<file path="config.mk">
export PLATFORM = sky130hd
export DESIGN_NAME = sdh_host
export DESIGN_NICKNAME = d
export VERILOG_FILES = /design/src/shared/sdh_pkg.sv /design/src/core/sdh_clkgen.sv /design/src/core/sdh_host.sv
export SDC_FILE = /design/constraint.sdc
export NUM_CORES = 1
export LEC_CHECK = 0
export BUFFER_PORTS_ARGS = -buffer_cell sky130_fd_sc_hd__buf_2
export CELL_PAD_IN_SITES_DETAIL_PLACEMENT = 1
export CELL_PAD_IN_SITES_GLOBAL_PLACEMENT = 1
export CORE_ASPECT_RATIO = 1.1
export CORE_MARGIN = 2
export CORE_UTILIZATION = 42
export CTS_CLUSTER_SIZE = 25
export DETAILED_ROUTE_END_ITERATION = 6
export PLACE_DENSITY_LB_ADDON = 0.1
export SLEW_MARGIN = 20
export SYNTH_ARGS = -nofsm -noshare
export SYNTH_HDL_FRONTEND = slang
export SYNTH_SLANG_ARGS = --single-unit
</file>
<file path="constraint.sdc">
create_clock -name clk_i -period 2.78 [get_ports clk_i]
set_input_delay 0.278 -clock clk_i [delete_from_list [all_inputs] [get_ports clk_i]]
set_output_delay 0.278 -clock clk_i [all_outputs]
set_load 0.01 [all_outputs]
</file>
<file path="src/shared/sdh_pkg.sv">
// Package: register map, field positions and encodings of the card host block
package sdh_pkg;
    // Register byte offsets
    localparam logic [7:0] SDH_SYS_CTRL = 8'h00; // System control
    localparam logic [7:0] SDH_PRESENT = 8'h04; // Present state
    localparam logic [7:0] SDH_BLK_ATTR = 8'h08; // block_attributes_register
    localparam logic [7:0] SDH_XFER = 8'h0c; // Transfer start and mode
    localparam logic [7:0] SDH_PROTO = 8'h10; // protocol_control_register
    localparam logic [7:0] SDH_IRQ_ST = 8'h14; // irq_status_register
    localparam logic [7:0] SDH_IRQ_STEN = 8'h18; // irq_status_enable_register
    localparam logic [7:0] SDH_IRQ_SGEN = 8'h1c; // irq_signal_enable_register
    localparam logic [7:0] SDH_DATA = 8'h20; // Read data port, pops one byte
    localparam logic [7:0] SDH_ADMA_DESC = 8'h24; // ADMA2 descriptor attribute word
    localparam logic [7:0] SDH_ADMA_LEN = 8'h28; // Bytes announced by transfer descriptors
    // System control fields
    localparam int SDH_CLKEN_BIT = 3; // card_clock_enable
    localparam int SDH_SRST_BIT = 24; // full_soft_reset, self clearing
    localparam int SDH_GATE_BIT = 0; // sys_clock_gate_override
    localparam int SDH_DIV_LSB = 8; // Card clock divider, 8 bits
    // Present state fields
    localparam int SDH_STABLE_BIT = 3; // card_clock_stable
    localparam int SDH_BUSY_BIT = 0; // Data transfer running
    localparam int SDH_PAUSE_BIT = 1; // FIFO clock paused
    localparam int SDH_DAT1_BIT = 2; // Synchronised DAT1 level
    localparam int SDH_LVL_LSB = 8; // FIFO fill level
    // Block attributes fields
    localparam int SDH_BSIZE_W = 13; // Block size in bytes
    localparam int SDH_BCNT_LSB = 16; // block_count_field
    // Transfer register fields
    localparam int SDH_START_BIT = 0; // Start a read transfer
    localparam int SDH_BLOCK_COUNT_ENABLE_BIT_BIT = 1; // block_count_enable_bit
    // Protocol control fields
    localparam int SDH_DAT3_CARD_DETECT_BIT_BIT = 7; // dat3_card_detect_bit
    // Interrupt status bits, same layout in both enable registers
    localparam int SDH_TC_BIT = 0; // transfer_complete_flag
    localparam int SDH_DMA_DONE_FLAG_BIT = 1; // dma_done_flag
    localparam int SDH_CARD_INTERRUPT_FLAG_BIT = 2; // card_interrupt_flag
    localparam int SDH_IRQ_W = 3;
    // ADMA2 descriptor attribute fields and action codes
    localparam int SDH_DV_BIT = 0; // Valid
    localparam int SDH_DEND_BIT = 1; // End of set
    localparam int SDH_ACT_LSB = 4; // Two bit action
    localparam int SDH_DLEN_LSB = 16; // Length
    localparam logic [1:0] SDH_ACT_NOP = 2'h0;
    localparam logic [1:0] SDH_ACT_TRAN = 2'h2;
    localparam logic [1:0] SDH_ACT_LINK = 2'h3;
    // Reset values
    localparam logic [7:0] SDH_DIV_RST = 8'h04;
    localparam logic SDH_DAT3_CARD_DETECT_BIT_RST = 1'b1;
    // Transfer states
    typedef enum logic [0:0] {
        SDH_ST_IDLE = 1'b0,
        SDH_ST_RUN = 1'b1
    } sdh_state_t;
endpackage : sdh_pkg

</file>
<file path="src/core/sdh_clkgen.sv">
// Card clock divider with glitch-free stop and stable indication
`timescale 1ns/100ps
module sdh_clkgen (
    input wire logic clk_i, // System clock
    input wire logic rst_i, // Synchronous reset, active high
    input wire logic ce_i, // Clock enable, freezes state when low
    input wire logic en_i, // card_clock_enable
    input wire logic [7:0] div_i, // Half period minus one, in clk_i cycles
    input wire logic pause_i, // FIFO clock pause request
    output logic clk_o, // Card clock
    output logic rise_o, // One cycle pulse in the same cycle as each card clock rising edge
    output logic stable_o // card_clock_stable
);
    logic [7:0] cnt_ff;
    logic [7:0] div_ff;
    logic clk_ff;
    logic rise_ff;
    logic stable_ff;
    wire run = (en_i & ~pause_i) | clk_ff; // A high phase always completes
    wire toggle = run & (cnt_ff >= div_ff);

    // Divider counter; stops only in the low phase so no short pulse escapes
    always_ff @(posedge clk_i) begin
        if (rst_i) begin
            cnt_ff <= 8'h00;
            div_ff <= 8'h00;
            clk_ff <= 1'b0;
            rise_ff <= 1'b0;
        end else if (ce_i) begin
            rise_ff <= toggle & ~clk_ff;
            if (toggle) begin
                cnt_ff <= 8'h00;
                clk_ff <= ~clk_ff;
                div_ff <= div_i;
            end else if (run) begin
                cnt_ff <= cnt_ff + 8'h01;
            end else begin
                cnt_ff <= 8'h00;
                div_ff <= div_i;
            end
        end
    end

    // Stable once a full half period ran with the current divider
    always_ff @(posedge clk_i) begin
        if (rst_i) begin
            stable_ff <= 1'b0;
        end else if (ce_i) begin
            if (!en_i || div_i != div_ff) begin
                stable_ff <= 1'b0;
            end else if (toggle) begin
                stable_ff <= 1'b1;
            end
        end
    end

    assign clk_o = clk_ff;
    assign rise_o = rise_ff;
    assign stable_o = stable_ff;
endmodule : sdh_clkgen

</file>
<file path="src/core/sdh_host.sv">
// Card host controller core: register slave, card clock, read data path, ADMA2 and card interrupt
// Operation
// - The controller drives the card clock and runs every link transfer.
// - Any reset abandons the command or data operation in progress.
// - Card clock pauses while the data FIFO is full during a transfer.
// - ADMA2 knows transfer, link, no-op descriptors; End bit marks the last.
// - Card interrupt flag sets from DAT1 low with enables; write one clears.
// - Clearing DAT3 detect forces inverted DAT1 low; setting re-arms its edge.
//
// The register offsets and the Wishbone interface to the registers were chosen for this implementation.
`timescale 1ns/100ps
module sdh_host
    import sdh_pkg::*;
#(
    parameter int FIFO_DEPTH = 4 // Data FIFO depth in bytes
) (
    input wire logic clk_i, // System clock, 125 MHz
    input wire logic rst_i, // Synchronous reset, active high
    input wire logic ce_i, // Clock enable
    input wire logic wb_cyc_i, // Wishbone cycle
    input wire logic wb_stb_i, // Wishbone strobe
    input wire logic wb_we_i, // Wishbone write enable
    input wire logic [7:0] wb_adr_i, // Wishbone byte address
    input wire logic [3:0] wb_sel_i, // Wishbone byte selects
    input wire logic [31:0] wb_dat_i, // Wishbone write data
    output logic [31:0] wb_dat_o, // Wishbone read data
    output logic wb_ack_o, // Wishbone acknowledge
    output logic irq_o, // Interrupt, level
    output logic sd_clk_o, // Card clock
    input wire logic sd_dat0_i, // Card DAT0, read data
    input wire logic sd_dat1_i // Card DAT1, interrupt line
);
    localparam int LW = $clog2(FIFO_DEPTH + 1);
    localparam int PW = $clog2(FIFO_DEPTH);

    // Byte-lane merge for register writes
    function automatic logic [31:0] merge(input logic [31:0] old, input logic [31:0] nw, input logic [3:0] sel);
        for (int i = 0; i < 4; i++) begin
            merge[i*8 +: 8] = sel[i] ? nw[i*8 +: 8] : old[i*8 +: 8];
        end
    endfunction : merge

    logic ack_ff;
    logic [31:0] rdat_ff;
    logic irq_ff;
    logic [31:0] ctrl_ff;
    logic [31:0] attr_ff;
    logic block_count_enable_bit_ff;
    logic dat3_card_detect_bit_ff;
    logic [SDH_IRQ_W-1:0] st_ff;
    logic [SDH_IRQ_W-1:0] sten_ff;
    logic [SDH_IRQ_W-1:0] sgen_ff;
    logic [1:0] last_act_ff;
    logic end_seen_ff;
    logic [31:0] adma_len_ff;
    logic [1:0] d0_sync_ff;
    logic [1:0] d1_sync_ff;
    logic inv_d1_ff;
    sdh_state_t state_ff;
    logic [2:0] bit_cnt_ff;
    logic [7:0] shift_ff;
    logic [SDH_BSIZE_W-1:0] byte_cnt_ff;
    logic [7:0] fifo_mem [FIFO_DEPTH];
    logic [PW-1:0] wr_ptr_ff;
    logic [PW-1:0] rd_ptr_ff;
    logic [LW-1:0] lvl_ff;
    logic card_rise;
    logic clk_stable;
    logic card_clk;

    // Bus decode
    wire req = wb_cyc_i & wb_stb_i & ~ack_ff;
    wire wr = req & wb_we_i;
    wire rd = req & ~wb_we_i;
    wire wr_ctrl = wr && wb_adr_i == SDH_SYS_CTRL;
    wire wr_attr = wr && wb_adr_i == SDH_BLK_ATTR;
    wire wr_xfer = wr && wb_adr_i == SDH_XFER;
    wire wr_proto = wr && wb_adr_i == SDH_PROTO;
    wire wr_st = wr && wb_adr_i == SDH_IRQ_ST;
    wire wr_sten = wr && wb_adr_i == SDH_IRQ_STEN;
    wire wr_sgen = wr && wb_adr_i == SDH_IRQ_SGEN;
    wire wr_desc = wr && wb_adr_i == SDH_ADMA_DESC && wb_sel_i[0];
    wire [31:0] ctrl_new = merge(ctrl_ff, wb_dat_i, wb_sel_i);
    wire [31:0] attr_new = merge(attr_ff, wb_dat_i, wb_sel_i);

    // Soft reset is a one cycle strobe, never stored
    wire soft_rst = wr_ctrl & wb_sel_i[3] & wb_dat_i[SDH_SRST_BIT];
    wire start = wr_xfer & wb_sel_i[0] & wb_dat_i[SDH_START_BIT];
    wire start_block_count_enable_bit = wb_dat_i[SDH_BLOCK_COUNT_ENABLE_BIT_BIT];

    // FIFO status
    wire fifo_full = lvl_ff == LW'(FIFO_DEPTH);
    wire fifo_empty = lvl_ff == '0;
    wire pop = rd && wb_adr_i == SDH_DATA && !fifo_empty;
    wire running = state_ff == SDH_ST_RUN;
    wire fifo_pause = running & fifo_full;

    // Read data path
    wire [SDH_BSIZE_W-1:0] blk_size = attr_ff[SDH_BSIZE_W-1:0];
    wire [15:0] blk_cnt = attr_ff[SDH_BCNT_LSB +: 16];
    wire sample = running & card_rise;
    wire byte_done = sample && bit_cnt_ff == 3'h7;
    wire blk_done = byte_done && byte_cnt_ff == blk_size - SDH_BSIZE_W'(1);
    wire last_blk = !block_count_enable_bit_ff || blk_cnt == 16'h0001;
    wire xfer_end = (blk_done && last_blk) || (start && start_block_count_enable_bit && blk_cnt == 16'h0000);
    wire push = byte_done;

    // Interrupt events
    wire card_interrupt_flag_en = sten_ff[SDH_CARD_INTERRUPT_FLAG_BIT] & sgen_ff[SDH_CARD_INTERRUPT_FLAG_BIT];
    wire inv_d1 = dat3_card_detect_bit_ff & ~d1_sync_ff[1];
    wire card_interrupt_flag_ev = inv_d1 & ~inv_d1_ff & card_interrupt_flag_en;
    wire desc_valid = wr_desc & wb_dat_i[SDH_DV_BIT];
    wire [1:0] desc_act = wb_dat_i[SDH_ACT_LSB +: 2];
    wire desc_end = desc_valid & wb_dat_i[SDH_DEND_BIT];
    wire [SDH_IRQ_W-1:0] ev = {card_interrupt_flag_ev, desc_end, xfer_end};
    wire [SDH_IRQ_W-1:0] clr = wr_st && wb_sel_i[0] ? wb_dat_i[SDH_IRQ_W-1:0] : '0;
    wire [SDH_IRQ_W-1:0] st_next = (st_ff & ~clr) | (ev & sten_ff); // Set wins

    // Register read mux
    wire [31:0] present = {16'h0000, {(8-LW){1'b0}}, lvl_ff, 4'h0,
        clk_stable, d1_sync_ff[1], fifo_pause, running};
    wire [31:0] rd_word =
        wb_adr_i == SDH_SYS_CTRL ? ctrl_ff :
        wb_adr_i == SDH_PRESENT ? present :
        wb_adr_i == SDH_BLK_ATTR ? attr_ff :
        wb_adr_i == SDH_XFER ? {30'h0, block_count_enable_bit_ff, 1'b0} :
        wb_adr_i == SDH_PROTO ? {24'h0, dat3_card_detect_bit_ff, 7'h00} :
        wb_adr_i == SDH_IRQ_ST ? {29'h0, st_ff} :
        wb_adr_i == SDH_IRQ_STEN ? {29'h0, sten_ff} :
        wb_adr_i == SDH_IRQ_SGEN ? {29'h0, sgen_ff} :
        wb_adr_i == SDH_DATA ? {24'h0, fifo_empty ? 8'h00 : fifo_mem[rd_ptr_ff]} :
        wb_adr_i == SDH_ADMA_DESC ? {26'h0, last_act_ff, 3'h0, end_seen_ff} :
        wb_adr_i == SDH_ADMA_LEN ? adma_len_ff : 32'h0000_0000;

    // Card clock generator, host is always the clock source
    sdh_clkgen u_clkgen (
        .clk_i(clk_i),
        .rst_i(rst_i),
        .ce_i(ce_i),
        .en_i(ctrl_ff[SDH_CLKEN_BIT]),
        .div_i(ctrl_ff[SDH_DIV_LSB +: 8]),
        .pause_i(fifo_pause),
        .clk_o(card_clk),
        .rise_o(card_rise),
        .stable_o(clk_stable)
    );

    // Bus handshake, one cycle answer
    always_ff @(posedge clk_i) begin
        if (rst_i) begin
            ack_ff <= 1'b0;
            rdat_ff <= 32'h0000_0000;
            irq_ff <= 1'b0;
        end else if (ce_i) begin
            ack_ff <= req;
            rdat_ff <= rd ? rd_word : 32'h0000_0000;
            irq_ff <= |(st_ff & sgen_ff);
        end
    end

    // Pin synchronisers
    always_ff @(posedge clk_i) begin
        if (rst_i) begin
            d0_sync_ff <= 2'h3;
            d1_sync_ff <= 2'h3;
            inv_d1_ff <= 1'b0;
        end else if (ce_i) begin
            d0_sync_ff <= {d0_sync_ff[0], sd_dat0_i};
            d1_sync_ff <= {d1_sync_ff[0], sd_dat1_i};
            inv_d1_ff <= inv_d1;
        end
    end

    // Software registers
    always_ff @(posedge clk_i) begin
        if (rst_i) begin
            ctrl_ff <= {16'h0000, SDH_DIV_RST, 8'h00};
            dat3_card_detect_bit_ff <= SDH_DAT3_CARD_DETECT_BIT_RST;
            sten_ff <= '0;
            sgen_ff <= '0;
            st_ff <= '0;
        end else if (ce_i) begin
            if (wr_ctrl) ctrl_ff <= {8'h00, ctrl_new[23:0]};
            if (wr_proto && wb_sel_i[0]) dat3_card_detect_bit_ff <= wb_dat_i[SDH_DAT3_CARD_DETECT_BIT_BIT];
            if (wr_sten && wb_sel_i[0]) sten_ff <= wb_dat_i[SDH_IRQ_W-1:0];
            if (wr_sgen && wb_sel_i[0]) sgen_ff <= wb_dat_i[SDH_IRQ_W-1:0];
            st_ff <= st_next;
        end
    end

    // ADMA2 descriptor tracking
    always_ff @(posedge clk_i) begin
        if (rst_i || (ce_i && soft_rst)) begin
            last_act_ff <= SDH_ACT_NOP;
            end_seen_ff <= 1'b0;
            adma_len_ff <= 32'h0000_0000;
        end else if (ce_i && desc_valid) begin
            if (desc_act == SDH_ACT_TRAN) begin
                adma_len_ff <= adma_len_ff + {16'h0000, wb_dat_i[SDH_DLEN_LSB +: 16]};
            end
            last_act_ff <= desc_act;
            end_seen_ff <= desc_end;
        end
    end

    // Transfer state and block count
    always_ff @(posedge clk_i) begin
        if (rst_i || (ce_i && soft_rst)) begin
            state_ff <= SDH_ST_IDLE;
            block_count_enable_bit_ff <= 1'b0;
            attr_ff <= 32'h0000_0000;
        end else if (ce_i) begin
            if (wr_attr) attr_ff <= {attr_new[31:16], 3'h0, attr_new[SDH_BSIZE_W-1:0]};
            if (start) block_count_enable_bit_ff <= start_block_count_enable_bit;
            if (xfer_end) begin
                state_ff <= SDH_ST_IDLE;
            end else if (start) begin
                state_ff <= SDH_ST_RUN;
            end
            if (blk_done && block_count_enable_bit_ff) begin
                attr_ff[SDH_BCNT_LSB +: 16] <= blk_cnt - 16'h0001;
            end
        end
    end

    // Bit and byte assembly
    always_ff @(posedge clk_i) begin
        if (rst_i || (ce_i && (soft_rst || start))) begin
            bit_cnt_ff <= 3'h0;
            shift_ff <= 8'h00;
            byte_cnt_ff <= '0;
        end else if (ce_i && sample) begin
            bit_cnt_ff <= bit_cnt_ff + 3'h1;
            shift_ff <= {shift_ff[6:0], d0_sync_ff[1]};
            if (byte_done) begin
                byte_cnt_ff <= blk_done ? '0 : byte_cnt_ff + SDH_BSIZE_W'(1);
            end
        end
    end

    // Data FIFO pointers and level
    always_ff @(posedge clk_i) begin
        if (rst_i || (ce_i && soft_rst)) begin
            wr_ptr_ff <= '0;
            rd_ptr_ff <= '0;
            lvl_ff <= '0;
        end else if (ce_i) begin
            if (push) wr_ptr_ff <= wr_ptr_ff == PW'(FIFO_DEPTH - 1) ? '0 : wr_ptr_ff + PW'(1);
            if (pop) rd_ptr_ff <= rd_ptr_ff == PW'(FIFO_DEPTH - 1) ? '0 : rd_ptr_ff + PW'(1);
            lvl_ff <= lvl_ff + LW'(push) - LW'(pop);
        end
    end

    // Data FIFO storage
    always_ff @(posedge clk_i) begin
        if (ce_i && push) begin
            fifo_mem[wr_ptr_ff] <= {shift_ff[6:0], d0_sync_ff[1]};
        end
    end

    assign wb_ack_o = ack_ff;
    assign wb_dat_o = rdat_ff;
    assign irq_o = irq_ff;
    assign sd_clk_o = card_clk;

    // Checks
    ack_pulse_a: assert property (@(posedge clk_i) disable iff (rst_i) wb_ack_o |=> !wb_ack_o)
        else $error("ack held longer than one cycle");
    ack_answer_a: assert property (@(posedge clk_i) disable iff (rst_i)
        (ce_i && req) |=> wb_ack_o) else $error("request not acknowledged next cycle");
    irq_level_a: assert property (@(posedge clk_i) disable iff (rst_i)
        ce_i |=> irq_o == $past(|(st_ff & sgen_ff))) else $error("irq does not follow masked status");
    soft_abort_a: assert property (@(posedge clk_i) disable iff (rst_i)
        (ce_i && soft_rst) |=> (state_ff == SDH_ST_IDLE && lvl_ff == '0)) else $error("soft reset left transfer");
    fifo_pause_a: assert property (@(posedge clk_i) disable iff (rst_i)
        (ce_i && fifo_pause && !sd_clk_o) |=> !card_rise) else $error("card clock ran with full FIFO");
    blk_decr_a: assert property (@(posedge clk_i) disable iff (rst_i)
        (ce_i && blk_done && block_count_enable_bit_ff && !soft_rst && !wr_attr) |=> blk_cnt == $past(blk_cnt) - 16'h0001)
        else $error("block count not decremented");
    blk_zero_a: assert property (@(posedge clk_i) disable iff (rst_i)
        (ce_i && blk_done && block_count_enable_bit_ff && blk_cnt == 16'h0001 && sten_ff[SDH_TC_BIT] && !soft_rst)
        |=> (state_ff == SDH_ST_IDLE && st_ff[SDH_TC_BIT])) else $error("transfer not ended at zero");
    card_interrupt_flag_set_a: assert property (@(posedge clk_i) disable iff (rst_i)
        (ce_i && card_interrupt_flag_ev && sten_ff[SDH_CARD_INTERRUPT_FLAG_BIT]) |=> st_ff[SDH_CARD_INTERRUPT_FLAG_BIT]) else $error("card interrupt lost");
    dat3_card_detect_bit_block_a: assert property (@(posedge clk_i) disable iff (rst_i)
        (!dat3_card_detect_bit_ff && !$past(dat3_card_detect_bit_ff)) |-> !card_interrupt_flag_ev) else $error("card interrupt with detect cleared");
    adma_end_a: assert property (@(posedge clk_i) disable iff (rst_i)
        (ce_i && desc_end && sten_ff[SDH_DMA_DONE_FLAG_BIT]) |=> (st_ff[SDH_DMA_DONE_FLAG_BIT] && end_seen_ff))
        else $error("end descriptor did not raise dma done");
endmodule : sdh_host

</file>
# Word-level counts from Yosys, hierarchy flattened
# Memories as Yosys holds them, arrays and structs flattened. A register that Yosys moved wholly into a read port is not among the register bits.
# Cells that the tools add are included.
[word_totals] ram_bits=32 latch_bits=0 romBits=0 memories=1 in_bits=52 out_inout_bits=35 reg_bits=188
[memory_table] name="fifo_mem" depth=4 word_bits=8 rd=1 rd_clocked_by_memory_dff=1 wr=1 line="sdh_host.sv:63" text="logic [7:0] fifo_mem [FIFO_DEPTH];"
[op_classes] bitwise_logic=31 reduce_logical=63 n_shift=0 n_mul=0 addsub=10 div=0 mux=35 n_lt_le_gt_ge=1 n_eq_ne=19
[ops] cell="two-way mux 32 bit" count=13
[ops] cell="two-way mux 8 bit" count=8
[ops] cell="adder 32 x 16 -> 32 bit" count=1
[ops] cell="== test 8 x 5 -> 1 bit, second input constant" count=4
[ops] cell="logical AND 1 bit" count=26
[ops] cell="== test 8 x 6 -> 1 bit, second input constant" count=3
[ops] cell="AND reduction 2 bit" count=12
[ops] cell="AND reduction 3 bit" count=7
[ops] cell="bitwise AND 1 bit" count=19
[ops] cell="== test 16 x 1 -> 1 bit, second input constant" count=1
[ops] cell="== test 8 x 4 -> 1 bit, second input constant" count=2
[ops] cell="logical NOT 16 bit" count=1
[ops] cell="two-way mux 16 bit" count=1
[ops] cell="subtractor 16 x 1 -> 16 bit, second input constant" count=1
[ops] cell="adder 13 x 1 -> 13 bit, second input constant" count=1
[ops] cell="== test 13 bit" count=1
[ops] cell="two-way mux 13 bit" count=1
[ops] cell="subtractor 13 x 1 -> 13 bit, second input constant" count=1
[ops] cell="nonzero test 2 bit" count=5
[ops] cell="bitwise AND 3 bit" count=3
[ops] cell="adder 8 x 1 -> 8 bit, second input constant" count=1
[ops] cell="== test 8 x 3 -> 1 bit, second input constant" count=1
[ops] cell=">= comparator 8 bit" count=1
[ops] cell="logical NOT 8 bit" count=1
[ops] cell="other kinds (20)" count=44

# Logic depth before layout (Yosys ltp)
# Gate-level depths: netlist (run 1).
[logic_depth] ltp_word=13 ltp_mapped=14 mapped_depth_nobuf=13

# Modules after synthesis
# From an unflattened synthesis (run 1), not the netlist that was laid out.
[unflattened] cells_unflattened=1320 area_unflattened_um2=11621.1
[modules_own_cells] mod="sdh_host" cells_per_inst=1182 area_each_um2=10401.2 instances=1 seq_area_each_um2=4384.2
[modules_own_cells] mod="sdh_clkgen" cells_per_inst=138 area_each_um2=1219.9 instances=1 seq_area_each_um2=380.4

# Least setup slack after synthesis (run 1)
# Ideal clock, no wire load.
[synth_path] kind="register to register" startpoint="reg attr_ff[0]" endpoint="reg attr_ff[18]" t_arrival_ns=2.566 setup_slack_ns=0.097 t_required_ns=2.663 period_less_slack_ns=2.683 path_stages_with_launch=13 cell_sequence="dfxtp_1 buf_2 inv_1 ha_1 buf_2 or2_1 a211oi_1 o211ai_1 a2111oi_4 o2111ai_2 nand2_2 o21ai_1 a32o_1"
[synth_via] elab_chain_cells=6
[synth_lines] element="start, declared" line="sdh_host.sv:47" text="logic [31:0] attr_ff;"
[synth_lines] element="start signal, assigned" line="sdh_host.sv:213" text="if (wr_attr) attr_ff <= {attr_new[31:16], 3'h0, attr_new[SDH_BSIZE_W-1:0]};"
[synth_lines] element="start signal, assigned by index" line="sdh_host.sv:221" text="attr_ff[SDH_BCNT_LSB +: 16] <= blk_cnt - 16'h0001;"
[synth_lines] element="subtractor 13 x 1 -> 13 bit *" line="sdh_host.sv:103" text="wire blk_done = byte_done && byte_cnt_ff == blk_size - SDH_BSIZE_W'(1);"
[synth_lines] element="== test 13 bit *" line="sdh_host.sv:103"
[synth_lines] element="logical AND 1 bit *" line="sdh_host.sv:103"
[synth_lines] element="logical AND 1 bit *" line="sdh_host.sv:220" text="if (blk_done && block_count_enable_bit_ff) begin"
[synth_lines] element="nonzero test 2 bit (no line)"
[synth_lines] element="AND reduction 3 bit (no line)"
# Mark *: on every way between the ends. The rest lies on a longest branch, timed or not.
# A chain may end at the register's enable or synchronous reset.

# Worst setup path in the final report (run 1)
[layout_path] startpoint="reg attr_ff[9]" endpoint="reg attr_ff[28]"
# Same word-level chain as after synthesis.

==> impl_metrics.sql, run 1 <==
INSERT INTO impl_metrics (metric_group, metric, value, unit) VALUES
('synthesis', 'async_flop_share', '0', '%'),
('sta', 'layout_worst_path_cycle_share', '97.4', '%'),
('sta', 'fin_setup_tns', '0', 'ns'),
('power', 'cellLeakagePower', '5.50', 'nW'),
('global_routing', 'largest_net_degree_at_the_start_of_global_routing', '86', ''),
('detailed_routing', 'routed_wirelength', '41500', 'um'),
('clock_tree', 'clockBufferDepth', '3', ''),
('clock_tree', 'tritoncts.num_buffers', '26', ''),
('critical_path', 'worst_path_largest_cell_delay', '0.48', 'ns'),
('floorplanning', 'num_io_pins', '87', ''),
('synthesis', 'post_synth_instance_area', '11400', 'um2'),
('place', 'numPlacedInstances', '1771', ''),
('synthesis', 'syn-num-nets', '1406', ''),
('critical_path', 'worst-path-buf-inv', '2', ''),
('detailed_routing', 'wl_per_cell', '22.5', 'um'),
('detailed_routing', 'drt_iter0_markers', '847', ''),
('synthesis', 'synth.yosys.seq_area_share', '41.8', '%'),
('clock_tree', 'worst_setup_hold_path_clk_slew', '0.06', 'ns'),
('synthesis', 'post_synthesis_instance_total', '1314', ''),
('critical_path', 'timing_worst_setup_path_type', 'reg -> reg', ''),
('floorplanning', 'die_width', '161', 'um'),
('synthesis', 'avgSynthCellArea', '8.68', 'um2'),
('critical_path', 'critical_path.max_fanout', '7', ''),
('finish', 'postLayoutCellArea', '14100', 'um2'),
('synthesis', 'synth-seq-cells', '222', ''),
('place', 'io_buffer_count', '86', ''),
('place', 'place_area', '12700', 'um2'),
('global_routing', 'first_pass_grt_wire_length', '62400', 'um'),
('clock_tree', 'tritoncts', 'yes', ''),
('critical_path', 'worstPathRequired', '3.21', 'ns'),
('outcome', 'run_status', 'complete, no violations', ''),
('global_routing', 'grt_overflow_total', '0', ''),
('detailed_routing', 'routed_via_count', '10800', ''),
('sta', 'slew_headroom', '44.0', '%'),
('sta', 'finalHoldViolCount', '0', ''),
('synthesis', 'number_of_flops_mapped_to_enable_cells_by_yosys', '32', ''),
('power', 'totalPowerFinal', '7.04', 'mW'),
('critical_path', 'startpoint_type', 'register', ''),
('sta', 'worst-slew-pin-transition', '0.840', 'ns'),
('finish', 'antennaDiodeCount', '0', ''),
('critical_path', 'timing.critical_path.cells', 'xnor2_2, nor3b_1, o211ai_1, a2111oi_4, o2111ai_4, buf_12, clkbuf_16, nand3_1, o21ai_1, a32o_1', ''),
('detailed_routing', 'route.detailed.vias_per_inst', '5.85', ''),
('detailed_routing', 'detail-route-antenna-nets', '0', ''),
('sta', 'setup_viol_count_final', '0', ''),
('sta', 'final_critical_path_setup_slack', '0.0717', 'ns'),
('finish', 'n_fill_cell', '3163', ''),
('hold_path', 'worstHoldPathType', 'in -> reg', ''),
('power', 'power_density', '498', 'nW/um2'),
('detailed_routing', 'detail_route.drc_violations', '0', ''),
('finish', 'number_of_standard_cells_in_the_layout_taps_in_and_fillers_out', '1847', ''),
('detailed_routing', 'drt_pass1_iterations', '7', ''),
('global_routing', 'number_of_antenna_violations_at_the_first_check_in_global_routing', '0', ''),
('place', 'finalWeightedCongestion', '0.916', ''),
('synthesis', 'ys_warn_count', '0', ''),
('clock_tree', 'worstSkewPairLatency', '0.55', 'ns'),
('sta', 'achievable-frequency', '369', 'MHz'),
('floorplanning', 'core_area', '26800', 'um2'),
('place', 'place.detailed.hpwl', '30400', 'um'),
('global_routing', 'gr-usage-all-layers', '28.1', '%'),
('finish', 'multiInputGateArea', '6470', 'um2'),
('finish', 'synthToLayoutAreaGrowth', '23.8', '%'),
('power', 'peakVddDrop', '0.000412', 'V'),
('critical_path', 'cpMaxStageDelayCell', 'sky130_fd_sc_hd__a2111oi_4', ''),
('sta', 'final.min_clock_period', '2.71', 'ns'),
('critical_path', 'end_kind', 'register', ''),
('floorplanning', 'floorplan.initialDensity', '42.5', '%'),
('place', 'dp_slack', '-0.168', 'ns'),
('floorplanning', 'die_area', '28500', 'um2'),
('clock_tree', 'numClockSinks', '222', ''),
('synthesis', 'synth_flop_cell', 'sky130_fd_sc_hd__dfxtp_1', ''),
('finish', 'post_route_cells_drive_above_1_share', '20.3', '%');
## tightest hold or removal path: cells and delay by family
| family | cells | cell delay, ns |
|---|---|---|
| buf+inv | 1 | 0.12 |
| compound gates | 1 | 0.05 |
| simple gates | 1 | 0.06 |
## power by group
part	switching [mW]	internal, mW	total [mW]
logic	0.221	0.120	0.341
registers	0.00985	3.26	3.27
clock network	1.42	2.01	3.43
total	1.65	5.38	7.04
## per-stage QoR
step / utilization, % / hold slack, ns
after CTS: 51.0 / 0.00805
after global routing: 52.7 / 0.0111
after detailed placement: 47.4 / 0.448
final: 52.7 / 0.0198
after global placement: 47.4 / 0.438
after floorplan: - / 0.400
## state kept, by name, summed over array words and instances (netlist names), 3 cells and up, named ones only
name             count
adma_len_ff         32
sgen_ff              3
bit_cnt_ff           3
u_clkgen.div_ff      8
byte_cnt_ff         13
fifo_mem            32
ctrl_ff             24
st_ff                3
sten_ff              3
u_clkgen.cnt_ff      8
shift_ff             7
lvl_ff               3
wb_dat_o            32
attr_ff             29
## synth_stat cells (9+ instances only)
master	number	area share, %
sky130_fd_sc_hd__a211oi_1	18	1.2
sky130_fd_sc_hd__a21oi_1	115	5.0
sky130_fd_sc_hd__a222oi_1	22	1.9
sky130_fd_sc_hd__a22o_1	14	1.1
sky130_fd_sc_hd__a22oi_1	13	0.86
sky130_fd_sc_hd__a31oi_1	9	0.49
sky130_fd_sc_hd__and2_1	15	0.82
sky130_fd_sc_hd__and3_1	32	1.8
sky130_fd_sc_hd__buf_2	16	0.70
sky130_fd_sc_hd__clkbuf_1	50	1.6
sky130_fd_sc_hd__dfxtp_1	190	33
sky130_fd_sc_hd__edfxtp_1	32	8.4
sky130_fd_sc_hd__ha_1	38	4.2
sky130_fd_sc_hd__inv_1	34	1.1
sky130_fd_sc_hd__mux2i_1	23	2.0
sky130_fd_sc_hd__nand2_1	193	6.4
sky130_fd_sc_hd__nand2b_1	11	0.60
sky130_fd_sc_hd__nand3_1	62	2.7
sky130_fd_sc_hd__nand4_1	21	1.2
sky130_fd_sc_hd__nor2_1	118	3.9
sky130_fd_sc_hd__nor3_1	20	0.88
sky130_fd_sc_hd__nor4_1	10	0.55
sky130_fd_sc_hd__o21ai_0	30	1.3
sky130_fd_sc_hd__o21ai_1	25	1.1
sky130_fd_sc_hd__xnor2_1	36	2.8
sky130_fd_sc_hd__xor2_1	28	2.2
## layout make-up
type	count	share of cell area, %
repair buffers	201	10.3
well taps	357	3.16
flip-flops and latches	222	33.8
clock buffers	34	5.11
multi-input cells	985	45.8
inverters	35	0.930
clock inverters	13	0.860
## metal layers
layer | vias to the layer above | track usage [%] | share of wire (%)
li1 | 5072 | - | -
met1 | 5336 | 38.6 | 45
met2 | 326 | 46.6 | 47
met3 | 66 | 3.82 | 5.7
met4 | 0 | 7.70 | 2.4
met5 | - | 0 | 0
## cell families (layout without fill, tap and decap cells)
kind of cell,count (synthesis),in the layout,share of synthesized area [%]
muxes,31,31,3.60
adders and majority gates,40,40,4.52
xor gates and xnor gates,64,64,4.92
DFF,222,222,41.8
and+or+nand+nor,531,533,22.6
buffers and inverters,109,283,3.80
AOI/OAI and AO/OA,317,317,18.8
## cells in the final DEF, fill, tap and decap left out, types with 14 or more instances in the layout
cell type / n
sky130_fd_sc_hd__nand2_1: 193
sky130_fd_sc_hd__dfxtp_1: 184
sky130_fd_sc_hd__nor2_1: 118
sky130_fd_sc_hd__a21oi_1: 111
sky130_fd_sc_hd__buf_4: 92
sky130_fd_sc_hd__buf_2: 86
sky130_fd_sc_hd__nand3_1: 60
sky130_fd_sc_hd__ha_1: 37
sky130_fd_sc_hd__xnor2_1: 35
sky130_fd_sc_hd__inv_1: 32
sky130_fd_sc_hd__and3_1: 32
sky130_fd_sc_hd__edfxtp_1: 32
sky130_fd_sc_hd__o21ai_0: 30
sky130_fd_sc_hd__clkbuf_16: 30
sky130_fd_sc_hd__xor2_1: 26
sky130_fd_sc_hd__mux2i_1: 22
sky130_fd_sc_hd__a222oi_1: 22
sky130_fd_sc_hd__nand4_1: 21
sky130_fd_sc_hd__o21ai_1: 21
sky130_fd_sc_hd__nor3_1: 18
sky130_fd_sc_hd__a211oi_1: 16
sky130_fd_sc_hd__and2_1: 14
sky130_fd_sc_hd__a22o_1: 14
## path summary, 6_finish.rpt
check                             end  slack (ns)  depth (start not counted)                    start
max          attr_ff[28]$_SDFFE_PP0P_        0.07                         10  attr_ff[9]$_SDFFE_PP0P_
min           attr_ff[3]$_SDFFE_PP0P_        0.02                          3              wb_dat_i[3]
max reg2reg  attr_ff[28]$_SDFFE_PP0P_        0.07                         10  attr_ff[9]$_SDFFE_PP0P_
min reg2reg   ctrl_ff[0]$_SDFFE_PP0P_        0.45                          2  ctrl_ff[0]$_SDFFE_PP0P_
## timing repair
action / CTS / global route
buffers inserted: 1 / 10
hold endpoints to repair: 13 / 0
endpoints found under the setup margin: 8 / 42
gates cloned: 1 / 7
resized for setup: 3 / 48
hold buffers: 10 / 0
pin swaps: 1 / 19
Note: power is estimated with default switching activity, not from simulation.
==> run 2: changes to the inputs <==
Settings changed: HOLD_SLACK_MARGIN from default to 0.1.
==> run 2 against run 1 <==
Compared with the run above:
- critical path depth is 1 higher
- cell count is 0.70% higher
- final area rose by 0.97%
- non-clock buffer count grew 13
- largest power group unchanged
==> impl_metrics.sql, run 2 (synthesized netlist as in run 1, its figures left out) <==
INSERT INTO impl_metrics (metric_group, metric, value, unit) VALUES
('outcome', 'run_status', 'complete, no violations', ''),
('finish', 'post_route_cells_drive_above_1_share', '20.2', '%'),
('clock_tree', 'clockBufferDepth', '3', ''),
('critical_path', 'timing_worst_setup_path_type', 'reg -> reg', ''),
('detailed_routing', 'route.detailed.vias_per_inst', '5.82', ''),
('detailed_routing', 'drt_pass1_iterations', '6', ''),
('place', 'finalWeightedCongestion', '0.916', ''),
('detailed_routing', 'routed_wirelength', '41600', 'um'),
('sta', 'layout_worst_path_cycle_share', '96.7', '%'),
('global_routing', 'grt_pass1_vias', '10800', ''),
('power', 'power_density', '494', 'nW/um2'),
('finish', 'most-common-layout-cells', '193 x sky130_fd_sc_hd__nand2_1, 184 x sky130_fd_sc_hd__dfxtp_1, 118 x sky130_fd_sc_hd__nor2_1', ''),
('sta', 'clock-skew-final', '0.0193', 'ns'),
('sta', 'setup_viol_count_final', '0', ''),
('sta', 'fin_setup_tns', '0', 'ns'),
('place', 'place_area', '12700', 'um2'),
('sta', 'finalHoldViolCount', '0', ''),
('detailed_routing', 'detail_route.drc_violations', '0', ''),
('power', 'peakVddDrop', '0.000411', 'V'),
('power', 'sequentialPowerShare', '46.3', '%'),
('power', 'power.combinational.fraction', '5.0', '%'),
('detailed_routing', 'detail-route-antenna-nets', '0', ''),
('critical_path', 'critical_path.max_fanout', '8', ''),
('critical_path', 'worst-path-buf-inv', '3', ''),
('place', 'place.detailed.hpwl', '30400', 'um'),
('finish', 'antennaDiodeCount', '0', ''),
('sta', 'worst-slew-pin-transition', '0.844', 'ns'),
('floorplanning', 'die_width', '161', 'um'),
('power', 'cellLeakagePower', '5.56', 'nW'),
('power', 'switching_share', '23.4', '%'),
('global_routing', 'largest_net_degree_at_the_start_of_global_routing', '86', ''),
('clock_tree', 'worstSkewPairLatency', '0.54', 'ns'),
('sta', 'slew_headroom', '43.7', '%'),
('clock_tree', 'tritoncts.num_buffers', '26', ''),
('floorplanning', 'num_io_pins', '87', ''),
('critical_path', 'worstPathRequired', '3.21', 'ns'),
('clock_tree', 'numClockSinks', '222', ''),
('critical_path', 'worst_path_largest_cell_delay', '0.44', 'ns'),
('critical_path', 'end_kind', 'register', ''),
('sta', 'timing.hold.ws', '0.125', 'ns'),
('critical_path', 'delay_heaviest_family_cp', 'compound AO/OA/AOI/OAI gates', ''),
('global_routing', 'grt_overflow_total', '0', ''),
('clock_tree', 'htree_num_levels', '1', ''),
('detailed_routing', 'drt_iter0_markers', '839', ''),
('detailed_routing', 'routed_via_count', '10800', ''),
('critical_path', 'cp.arrival', '3.12', 'ns'),
('floorplanning', 'core_area', '26800', 'um2'),
('finish', 'finalNetCount', '1576', ''),
('power', 'power_report.internal_total', '5.40', 'mW'),
('floorplanning', 'floorplan.initialDensity', '42.5', '%'),
('job', 'drv_cap', '0', ''),
('clock_tree', 'worst_setup_hold_path_clk_slew', '0.06', 'ns'),
('place', 'io_buffer_count', '86', ''),
('critical_path', 'timing.critical_path.cells', 'buf_4, nor2_2, and3_1, o211ai_1, a2111oi_4, o2111ai_4, buf_12, clkbuf_16, nand3_1, o21ai_1, a32o_1', ''),
('clock_tree', 'tritoncts', 'yes', ''),
('global_routing', 'number_of_antenna_violations_at_the_first_check_in_global_routing', '0', ''),
('finish', 'postLayoutCellArea', '14300', 'um2'),
('floorplanning', 'die_area', '28500', 'um2'),
('floorplanning', 'die_y_extent', '177', 'um'),
('clock_tree', 'cts_root_buf', 'sky130_fd_sc_hd__clkbuf_16', ''),
('global_routing', 'first_pass_grt_wire_length', '62700', 'um'),
('hold_path', 'worstHoldPathType', 'in -> reg', ''),
('critical_path', 'cpMaxStageDelayCell', 'sky130_fd_sc_hd__a2111oi_4', ''),
('sta', 'slew_viol_final', '0', ''),
('power', 'share_clk_of_total_power', '48.6', '%'),
('finish', 'synthToLayoutAreaGrowth', '25.0', '%'),
('sta', 'achievable-frequency', '372', 'MHz'),
('power', 'power.net_switching', '1.65', 'mW'),
('detailed_routing', 'wl_per_cell', '22.4', 'um'),
('critical_path', 'startpoint_type', 'register', ''),
('floorplanning', 'row_count', '63', ''),
('finish', 'mostFrequentLayoutCell', 'sky130_fd_sc_hd__nand2_1', ''),
('sta', 'final.min_clock_period', '2.69', 'ns'),
('global_routing', 'gr-usage-all-layers', '28.2', '%');
run 2: area by class of cell:
class,count,area [um2]
inverter,35,131
tap,357,447
clock inverter,13,121
fill,3159,12500
sequential,222,4770
clock buffer,34,722
multi-input combinational,985,6480
timing repair buffer,214,1580
run 2: worst register-to-register path, delay by kind of cell (launching register included):
| kind | cells | cell delay (ns) |
|---|---|---|
| buffers and inverters | 3 | 0.52 |
| AO/OA/AOI/OAI | 5 | 1.08 |
| AND/OR/NAND/NOR | 3 | 0.67 |
| flip-flops | 1 | 0.32 |
run 2: timing repair:
action | CTS | global route
buffers inserted | 1 | 10
gates cloned | 1 | 7
hold buffers | 23 | 0
pin swaps | 1 | 20
hold endpoints to repair | 35 | 0
endpoints found under the setup margin | 8 | 44
resized for setup | 3 | 49
run 2: final timing paths:
path,cells past startpoint,slack (ns),end,startpoint
min reg2reg,2,0.45,ctrl_ff[7]$_SDFFE_PP0P_,ctrl_ff[7]$_SDFFE_PP0P_
max reg2reg,11,0.09,attr_ff[28]$_SDFFE_PP0P_,attr_ff[0]$_SDFFE_PP0P_
max,11,0.09,attr_ff[28]$_SDFFE_PP0P_,attr_ff[0]$_SDFFE_PP0P_
min,4,0.13,attr_ff[30]$_SDFFE_PP0P_,wb_dat_i[30]
run 2: power groups by stage:
stage | logic (mW) | clock network [mW] | registers [mW]
after floorplan | 0.154 | 0 | 3.33
after global placement | 0.320 | 0 | 3.34
after detailed placement | 0.321 | 0 | 3.34
after CTS | 0.348 | 3.49 | 3.26
after global routing | 0.381 | 3.61 | 3.26
final | 0.355 | 3.43 | 3.27
run 2: per-stage QoR:
step	std cells	setup slack (ns)	utilization, %	total power, mW
floorplan	1314	0.0967	-	3.49
global placement	1771	-0.0950	47.4	3.66
detailed placement	1771	-0.168	47.4	3.66
CTS	1843	0.00422	51.5	7.10
global route	1860	-0.0760	53.2	7.26
finish	1860	0.0911	53.2	7.05
run 2: per-layer routing:
metal / share of wire (%) / global-route usage (%) / vias to the layer above
li1: - / - / 5098
met1: 45 / 38.7 / 5358
met2: 48 / 47.0 / 307
met3: 5.5 / 3.98 / 61
met4: 2.3 / 7.48 / 0
met5: 0 / 0 / -
